## config.mk

```make
export PLATFORM = sky130hd
export DESIGN_NAME = smc_top
export DESIGN_NICKNAME = d
export VERILOG_FILES = /design/src/smc_pkg.sv /design/src/smc_sync.sv /design/src/smc_top.sv
export SDC_FILE = /design/constraint.sdc
export NUM_CORES = 1
export LEC_CHECK = 0
export ABC_AREA = 1
export BUFFER_PORTS_ARGS = -buffer_cell sky130_fd_sc_hd__buf_2
export CAP_MARGIN = 0
export CORE_MARGIN = 2
export CORE_UTILIZATION = 52
export DETAILED_ROUTE_END_ITERATION = 12
export MAX_ROUTING_LAYER = met4
export PLACE_DENSITY_LB_ADDON = 0.05
export SKIP_LAST_GASP = 1
export SLEW_MARGIN = 10
export SYNTH_ARGS = -nofsm -noshare
export SYNTH_HDL_FRONTEND = slang
export SYNTH_SLANG_ARGS = --single-unit
```

## constraint.sdc

```tcl
create_clock -name clk -period 1.7 [get_ports clk]
set_input_delay 0 -clock clk [delete_from_list [all_inputs] [get_ports clk]]
set_output_delay 0 -clock clk [all_outputs]
set_load 0.005 [all_outputs]
```

## src/smc_pkg.sv

```systemverilog
// Shared constants for the supply monitor control block.
package smc_pkg;
	localparam logic [15:0] ADDR_POWER_CLEAR_CONTROL = 16'hffdd;
	localparam logic [15:0] ADDR_LOW_VOLTAGE_DETECT = 16'hffde;
	localparam logic [15:0] ADDR_LEVEL_SELECT = 16'hffdf;
	localparam int LEVEL_W = 3;
	localparam int BIT_HALT = 0;
	localparam int BIT_RESET_DISABLE = 1;
	localparam int BIT_CAUSE = 2;
	localparam int BIT_DETECT_ENABLE = 7;
	localparam int BIT_RESULT = 0;
	localparam logic [7:0] RESET_BYTE = 8'h00;
	localparam logic [2:0] CLEAR_TOUCH_MASK = 3'h7;
	localparam logic [1:0] MODE_SWITCHABLE = 2'h0;
	localparam logic [1:0] MODE_ALWAYS_ON = 2'h1;
	localparam logic [1:0] MODE_ALWAYS_OFF = 2'h2;
	localparam int CLK_HZ = 20000000;
	localparam int SETTLE_TIME_US = 2000;
	localparam int SETTLE_CYCLES = SETTLE_TIME_US * (CLK_HZ / 1000000);
endpackage

```

## src/smc_sync.sv

```systemverilog
// Two-stage synchroniser for comparator outputs.
`timescale 1ns/10ps
module smc_sync #(
	parameter int WIDTH = 2
) (
	input wire logic clk,
	input wire logic arst_n,
	input wire logic [WIDTH-1:0] async_in,
	output logic [WIDTH-1:0] sync_out
);
	typedef struct packed {
		logic [WIDTH-1:0] first;
		logic [WIDTH-1:0] second;
	} smc_sync_state_t;

	smc_sync_state_t state;
	smc_sync_state_t next_state;

	// The first stage feeds only the second one.
	always_comb begin
		next_state.first = async_in;
		next_state.second = state.first;
	end

	always_ff @(posedge clk or negedge arst_n) begin
		if (!arst_n) begin
			state <= '0;
		end else begin
			state <= next_state;
		end
	end

	assign sync_out = state.second;
endmodule // smc_sync

```

## src/smc_top.sv

```systemverilog
// Supply monitor control: clear monitor, low-voltage detector, registers.
// How it works
// - Reset clears level select to zero.
// - Three level bits pick eight thresholds.
// - Below clear threshold asserts internal reset.
// - Option picks switchable, always-on, always-off monitor.
// - Monitor reset sets sticky cause flag.
// - Write touching bits 0-2 clears cause.
// - Below detection level raises low-voltage request.
// - Reset or STOP powers detector down.
// - Enable bit starts detection, 2 ms settle.
// - Detector stays powered after disable.
// - Request flag sets on rising edge only.
// - Control layout: cause, reset-disable, halt.
// - Detect register: enable bit 7, result bit 0.
`timescale 1ns/10ps
module smc_top #(
	parameter logic [1:0] MONITOR_MODE = smc_pkg::MODE_SWITCHABLE,
	parameter int SETTLE_COUNT = smc_pkg::SETTLE_CYCLES
) (
	input wire logic clk,
	input wire logic arst_n,
	input wire logic [15:0] bus_addr,
	input wire logic bus_wr,
	input wire logic [7:0] bus_wmask,
	input wire logic [7:0] bus_wdata,
	input wire logic bus_rd,
	output logic [7:0] bus_rdata,
	input wire logic clear_below,
	input wire logic detect_below,
	input wire logic stop_mode,
	input wire logic irq_flag_clear,
	input wire logic low_voltage_irq_mask,
	output logic internal_reset,
	output logic [smc_pkg::LEVEL_W-1:0] detection_threshold,
	output logic detector_power,
	output logic detector_settled,
	output logic low_voltage_irq_flag,
	output logic low_voltage_irq
);
	import smc_pkg::*;

	localparam int SCW = $clog2(SETTLE_COUNT + 1);
	localparam logic [SCW-1:0] SETTLE_LAST = SCW'(SETTLE_COUNT);

	typedef struct packed {
		logic [LEVEL_W-1:0] level;
		logic halt;
		logic reset_disable;
		logic cause;
		logic enable;
		logic power;
		logic irq_flag;
		logic prev_detect;
		logic [SCW-1:0] settle;
		logic [7:0] rdata;
	} smc_state_t;

	smc_state_t state;
	smc_state_t next_state;
	logic [1:0] cmp_sync;
	logic clear_s;
	logic detect_s;
	logic operating;
	logic reset_enabled;
	logic detecting;
	logic result;

	smc_sync #(.WIDTH(2)) u_sync (
		.clk(clk),
		.arst_n(arst_n),
		.async_in({clear_below, detect_below}),
		.sync_out(cmp_sync)
	);
	assign clear_s = cmp_sync[1];
	assign detect_s = cmp_sync[0];

	function automatic logic [7:0] merge(input logic [7:0] old_val,
		input logic [7:0] data, input logic [7:0] mask);
		merge = (old_val & ~mask) | (data & mask);
	endfunction

	function automatic logic hit(input logic [15:0] addr,
		input logic [15:0] reg_addr);
		hit = addr == reg_addr;
	endfunction

	// Only the switchable variant listens to the software bits.
	always_comb begin
		operating = (MONITOR_MODE == MODE_ALWAYS_ON) ||
			((MONITOR_MODE == MODE_SWITCHABLE) && !state.halt);
		reset_enabled = (MONITOR_MODE == MODE_ALWAYS_ON) ||
			((MONITOR_MODE == MODE_SWITCHABLE) && !state.reset_disable);
	end

	assign internal_reset = operating && reset_enabled && clear_s;
	assign detecting = state.enable && state.power;
	assign result = detecting && detect_s;

	always_comb begin
		logic [7:0] ctrl;
		logic [7:0] det;
		logic [7:0] lvl;
		ctrl = RESET_BYTE;
		det = RESET_BYTE;
		lvl = RESET_BYTE;
		next_state = state;
		ctrl[BIT_HALT] = state.halt;
		ctrl[BIT_RESET_DISABLE] = state.reset_disable;
		ctrl[BIT_CAUSE] = state.cause;
		det[BIT_DETECT_ENABLE] = state.enable;
		det[BIT_RESULT] = result;
		lvl[LEVEL_W-1:0] = state.level;
		next_state.rdata = RESET_BYTE;
		if (bus_rd) begin
			if (hit(bus_addr, ADDR_POWER_CLEAR_CONTROL)) begin
				next_state.rdata = ctrl;
			end else if (hit(bus_addr, ADDR_LOW_VOLTAGE_DETECT)) begin
				next_state.rdata = det;
			end else if (hit(bus_addr, ADDR_LEVEL_SELECT)) begin
				next_state.rdata = lvl;
			end
		end
		if (bus_wr && hit(bus_addr, ADDR_POWER_CLEAR_CONTROL)) begin
			ctrl = merge(ctrl, bus_wdata, bus_wmask);
			next_state.halt = ctrl[BIT_HALT];
			next_state.reset_disable = ctrl[BIT_RESET_DISABLE];
			if ((bus_wmask[2:0] & CLEAR_TOUCH_MASK) != 3'h0) begin
				next_state.cause = 1'b0;
			end
		end
		if (bus_wr && hit(bus_addr, ADDR_LOW_VOLTAGE_DETECT)) begin
			det = merge(det, bus_wdata, bus_wmask);
			next_state.enable = det[BIT_DETECT_ENABLE];
			if (det[BIT_DETECT_ENABLE]) begin
				next_state.power = 1'b1;
			end
		end
		if (bus_wr && hit(bus_addr, ADDR_LEVEL_SELECT)) begin
			lvl = merge(lvl, bus_wdata, bus_wmask);
			next_state.level = lvl[LEVEL_W-1:0];
		end
		// Disabling leaves the divider on so re-enabling needs no settle.
		if (stop_mode) begin
			next_state.power = 1'b0;
		end
		if (!state.power) begin
			next_state.settle = '0;
		end else if (state.settle != SETTLE_LAST) begin
			next_state.settle = state.settle + SCW'(1);
		end
		next_state.prev_detect = result;
		if (irq_flag_clear) begin
			next_state.irq_flag = 1'b0;
		end
		// Set beats a clear arriving in the same cycle.
		if (result && !state.prev_detect) begin
			next_state.irq_flag = 1'b1;
		end
		if (internal_reset) begin
			next_state.level = '0;
			next_state.halt = 1'b0;
			next_state.reset_disable = 1'b0;
			next_state.cause = 1'b1;
			next_state.enable = 1'b0;
			next_state.power = 1'b0;
			next_state.irq_flag = 1'b0;
			next_state.prev_detect = 1'b0;
			next_state.settle = '0;
		end
	end

	always_ff @(posedge clk or negedge arst_n) begin
		if (!arst_n) begin
			state <= '0;
		end else begin
			state <= next_state;
		end
	end

	assign bus_rdata = state.rdata;
	assign detection_threshold = state.level;
	assign detector_power = state.power;
	assign detector_settled = state.settle == SETTLE_LAST;
	assign low_voltage_irq_flag = state.irq_flag;
	assign low_voltage_irq = state.irq_flag && !low_voltage_irq_mask;
endmodule // smc_top

```

Word-level counts from Yosys, hierarchy flattened
Index checks and enable logic that the tools add are counted.
{ "word_totals": {"word_cells": 65, "ff_bits": 38, "input_bits": 41, "out_inout_bits": 16} }
{ "op_classes": {"reduce_logical": 23, "eq_ne": 6, "bitwise": 8, "n_addsub": 1, "muxes": 15} }
{ "ops": {"columns": ["operator", "n"], "rows": [
  ["equality test 16 bit (second input constant)", 4],
  ["two-way mux 16 bit", 2],
  ["two-way mux 26 bit", 1],
  ["two-way mux 8 bit", 3],
  ["adder 16 x 1 -> 16 bit (second input constant)", 1],
  ["AND 8 bit", 2],
  ["inequality test 16 bit (second input constant)", 1],
  ["nonzero test 3 bit", 4],
  ["logical AND 1 bit", 9],
  ["two-way mux 3 bit", 3],
  ["inverter 8 bit", 1],
  ["OR 8 bit", 1],
  ["nonzero test 2 bit", 4],
  ["two-way mux 1 bit", 5],
  ["logical NOT 1 bit", 4],
  ["AND reduction 2 bit", 2],
  ["AND 3 bit", 1],
  ["inequality test 3 x 2 -> 1 bit (second input constant)", 1],
  ["OR 3 bit", 1],
  ["AND 2 bit", 1],
  ["two-way mux 2 bit", 1],
  ["OR 2 bit", 1]
]} }

Logic depth before layout (Yosys ltp)
{ "depth": {"ltp_word": 8, "mapped_depth": 9, "depth_no_buf": 9} }

Cells and area by module
From an unflattened synthesis, not the netlist that was laid out.
{ "unflattened": {"hier_cells": 251, "hier_area_um2": 1994.4} }
{ "by_module_without_submodules": {"columns": ["module", "seq_area_each_um2", "cells_each", "area_each_um2", "n_inst"], "rows": [
  ["smc_top", 750.7, 247, 1894.3, 1],
  ["smc_sync", 100.1, 4, 100.1, 1]
]} }

Least setup slack after synthesis
Ideal clock, no wire load.
{ "synth_path": {"kind": "register to register", "start": "reg state[8] (netlist name)", "end": "reg state[20] (netlist name)", "required_ns": 1.627, "n_path_buf": 0, "slack_ns": 0.499, "setup_time_ns": 0.073, "arrival_time_ns": 1.128, "period_less_slack_ns": 1.201, "stages_incl_launch_ff": 8, "path_cell_list": "dfrtp_1 > ha_1 > nand2_2 > nor2_8 > nand2_4 > nor2_4 > nand2_1 > a21oi_2"} }
{ "synth_via": {"elab_chain_cells": 4, "word_cells_on_any_way": 6, "cone_classes": "1 x add/sub; 2 x eq/ne; 3 x mux"} }
{ "synth_rtl": {"columns": ["item", "line_no", "rtl"], "rows": [
  ["start, declared", "smc_top.sv:59", "smc_state_t state;"],
  ["start signal, assigned", "smc_top.sv:177", "state <= next_state;"],
  ["adder 16 x 1 -> 16 bit", "smc_top.sv:150", "next_state.settle = state.settle + SCW'(1);"],
  ["two-way mux 16 bit", "smc_top.sv:149", "end else if (state.settle != SETTLE_LAST) begin"],
  ["two-way mux 16 bit", "smc_top.sv:147", "if (!state.power) begin"],
  ["two-way mux 26 bit", "smc_top.sv:160", "if (internal_reset) begin"]
]} }
Parallel ways exist; a longest one is shown, timed or not. The select of a mux whose other input is x is not followed.
A chain may end at the register's enable or synchronous reset.

Worst setup path in the final report
{ "layout_path": {"start": "reg state[21] (netlist name)", "end": "out detector_settled"} }
{ "layout_via": {"elab_chain_cells": 1} }
{ "layout_rtl": {"columns": ["item", "line_no", "rtl"], "rows": [
  ["equality test 16 bit", "smc_top.sv:184", "assign detector_settled = state.settle == SETTLE_LAST;"],
  ["end, declared", "smc_top.sv:37", "output logic detector_settled,"]
]} }
No other way between the ends.

==> impl_results.md <==
* Seq/Total Area, Yosys at 41.2%
* Maximum level of the CTS H-tree at 2
* Maximum clock insertion buffer count at 2
* Nature of the critical path endpoint: primary output
* Maximum fanout encountered on the critical timing path at 5
* Tightest Pin Transition at 0.766 ns
* Number of global-route vias before repair at 1,612
* GR met2 Demand/Resource at 33.5%
* Max frequency at 671 MHz
* Seq. cell area at 851 um^2
* Number of placement rows at 22
* Seq cells post-synth at 34
* Worst Hold Path Cells at 4
* N_diodes at 0
* Final HPWL DP at 3030 um
* Register-to-Register Path Depth at 6
* Static leakage power at 1.27 nW
* Final antenna-violating net count at 0
* Syn Inst Count at 252
* Wire length after detailed routing at 3980 um
* Core area at 3740 um^2
* Class of the most critical hold timing path: input pin to flop
* Aggregate global-route resource usage at 21.4%
* Post-synth cell types at 36
* Post-synthesis cell area at 2060 um^2
* Highest-delay cell along the critical path: sky130_fd_sc_hd__dfrtp_1
* Post-DP Area at 2250 um^2
* Fraction of layout instances using a drive strength above 1 at 28.4%
* Initial standard-cell utilization of the core at 55.1%
* Register clock-pin slew on the reported worst setup and hold paths at 0.07 ns
* Clock latency at the later pin of the worst-skew pair at 0.28 ns
* Period Utilization, post-route at 87.7%
* Final core utilization at 64.5%
* Root cell of the clock tree: sky130_fd_sc_hd__clkbuf_8
* Die boundary height at 67.0 um
* Initial drt markers at 74
* Number of buffers added by the clock tree synthesis step at 5
* Overall power consumption at 1.62 mW
* Grt met1 use at 27.8%
* Post-Synthesis Mean Instance Area at 8.19 um^2
* Non-Filler Cell Area, Final at 2420 um^2
* Required time of the critical path at 1.70 ns
* Number of hold-slack violations in the final timing report at 0
* Worst max-slew margin expressed relative to the limit at 48.9%
* Total power per unit cell area at 669 nW/um^2
* TritonCTS clock tree: built
* Number of warning messages in the yosys log at 0
* Global-route track usage on met3 at 5.57%
* Detailed-route DRC error count at 0
* Number of max-slew violations in the final report at 0
* Cell breakdown of the critical path: or2_1 -> nor3_1 -> nand4_1 -> nor3_1 -> buf_2
* First-pass iteration count of the detailed router at 4
* Delay of the slowest cell on the worst path at 0.41 ns
* Crit Path Class: flop to primary output
* Maximum ir drop on the vdd rail at 0.437 mV
* Via total after detailed routing at 1,741
* Initial antenna violation count at 0
* # setup viols final at 0
* Count of filler cells inserted in the layout at 347
* Number of sinks handled by clock tree synthesis at 34
* Buffers on Ports at 44
* Layer carrying the most global-route usage: met2
* Critical Path Start Type: flop
* Die Area at 4490 um^2
* Outcome: finished, final reports clean
* Top library cells by usage in the layout, fill and taps aside: sky130_fd_sc_hd__buf_2 (44), sky130_fd_sc_hd__nand2_1 (36), sky130_fd_sc_hd__dfrtp_1 (34)
* Arrival time at the worst endpoint at 1.49 ns
* Number of top-level pins at 57
* Most prevalent standard cell on the critical path: sky130_fd_sc_hd__nor3_1
* Avg Vias per Cell at 5.02
* Wire length of the first global-routing pass at 7030 um
* RSZ-0062 raised after global routing: no
* Final sum of negative setup slack at 0 ns
* Largest net degree at the start of global routing at 35
* Area delta synth->final at 17.0%
* X dimension of the die at 67.0 um
* Gr ovfl total at 0
* Commonest non-fill, non-tap cell in the layout: sky130_fd_sc_hd__buf_2
* Max Clock Skew at 0.00402 ns
* Min Clock Period, post-route at 1.49 ns
* Wire per inst at 11.5 um
* Multi-input gate area in the final layout at 958 um^2
* Max Cap Viol at 0
* Placer congestion estimate at 0.833
* Total Nets Final at 341
==> synthesized netlist by cell type <==
cell type                  number  share of area, %
sky130_fd_sc_hd__a211oi_1       1              0.36
sky130_fd_sc_hd__conb_1         1              0.18
sky130_fd_sc_hd__a21oi_1       14               3.4
sky130_fd_sc_hd__nor2_8         3               2.9
sky130_fd_sc_hd__nor3_1         9               2.2
sky130_fd_sc_hd__nand3_2        1              0.48
sky130_fd_sc_hd__nor3_2         2              0.97
sky130_fd_sc_hd__inv_1         33               6.0
sky130_fd_sc_hd__inv_4          1              0.30
sky130_fd_sc_hd__buf_2          1              0.24
sky130_fd_sc_hd__nor2_4         5               2.7
sky130_fd_sc_hd__nor2_1        23               4.2
sky130_fd_sc_hd__nand2_2        3              0.91
sky130_fd_sc_hd__nand3_4        1              0.85
sky130_fd_sc_hd__nor2_2         2              0.61
sky130_fd_sc_hd__nand2_4        3               1.6
sky130_fd_sc_hd__o32ai_1        1              0.42
sky130_fd_sc_hd__a31oi_1        1              0.30
sky130_fd_sc_hd__buf_4         11               4.0
sky130_fd_sc_hd__o21ai_1        7               1.7
sky130_fd_sc_hd__mux2_2         1              0.55
sky130_fd_sc_hd__o21ai_0        3              0.73
sky130_fd_sc_hd__nand2_1       36               6.5
sky130_fd_sc_hd__xor2_1         1              0.42
sky130_fd_sc_hd__or2_1          1              0.30
sky130_fd_sc_hd__nor3_4         2               1.6
sky130_fd_sc_hd__or2_2          1              0.30
sky130_fd_sc_hd__nand4_1        7               2.1
sky130_fd_sc_hd__dfrtp_1       34                41
sky130_fd_sc_hd__nand4_2        1              0.61
sky130_fd_sc_hd__buf_6          2               1.1
sky130_fd_sc_hd__clkinv_1       1              0.18
sky130_fd_sc_hd__inv_2          6               1.1
sky130_fd_sc_hd__nand3_1       30               7.3
sky130_fd_sc_hd__ha_1           2               1.2
sky130_fd_sc_hd__a21oi_2        1              0.42
==> cell families (layout without fill, tap and decap cells) <==
group                      count (synthesis)  count (layout)  share of synthesized area, %
and+or+nand+nor                          130             130                          36.2
AOI/OAI and AO/OA                         28              28                          7.33
buffers and inverters                     55              99                          12.9
xor gates and xnor gates                   1               1                         0.424
other                                      1               4                         0.182
muxes                                      1               1                         0.545
DFF                                       34              34                          41.2
adders and majority gates                  2               2                          1.21
==> per-layer routing <==
layer,up-vias,share of wire [%]
li1,891,-
met1,806,49
met2,40,45
met3,4,5.1
met4,0,0.93
met5,-,0
==> worst paths after layout <==
kind                                      start                     end  slack, ns
max reg2reg                           state[29]  detection_threshold[2]       0.35
max in group asynchronous                arst_n               state[27]       0.88
min reg2reg                u_sync.next_state[1]      u_sync.sync_out[1]       0.35
min                                 bus_addr[0]            bus_rdata[7]       0.03
max                                   state[21]        detector_settled       0.21
min in group asynchronous                arst_n          detector_power       0.33
==> report_power, final <==
| group | leakage (nW) | switching [mW] | internal [mW] | total, mW |
|---|---|---|---|---|
| Combinational | 0.747 | 0.0625 | 0.0478 | 0.110 |
| Clock | 0.0575 | 0.281 | 0.409 | 0.690 |
| Sequential | 0.461 | 0.00152 | 0.814 | 0.815 |
==> layout make-up <==
cell class | count | area share, %
clock buffers | 8 | 4.56
inverters | 41 | 6.47
multi-input cells | 166 | 39.7
flip-flops and latches | 34 | 35.2
well taps | 48 | 2.49
repair buffers | 50 | 11.6
==> through the flow <==
step / setup slack [ns] / std cells / hold slack, ns
finish: 0.209 / 347 / 0.0277
global route: 0.0716 / 347 / 0.0473
CTS: 0.193 / 347 / 0.0177
detailed placement: 0.379 / 333 / 0.109
global placement: 0.388 / 333 / 0.109
floorplan: 0.499 / 255 / -0.296
==> sequential cells by signal, summed over array words and instances, names as in the netlist <==
name,cells
u_sync.next_state,2
detection_threshold,3
detector_power,1
u_sync.sync_out,2
bus_rdata,4
state,21
low_voltage_irq_flag,1
==> worst max-delay path: cells and delay by family, from the launching register on <==
kind	cells	cell delay, ns
buffers and inverters	1	0.14
and+or+nand+nor	4	0.65
DFF	1	0.41
==> timing repair <==
action	CTS	global route
buffers inserted	0	0
endpoints found under the setup margin	0	0
hold buffers	6	0
hold endpoints to repair	40	0
gates resized for setup	0	0
No activity file was read; power rests on OpenSTA's default activity.
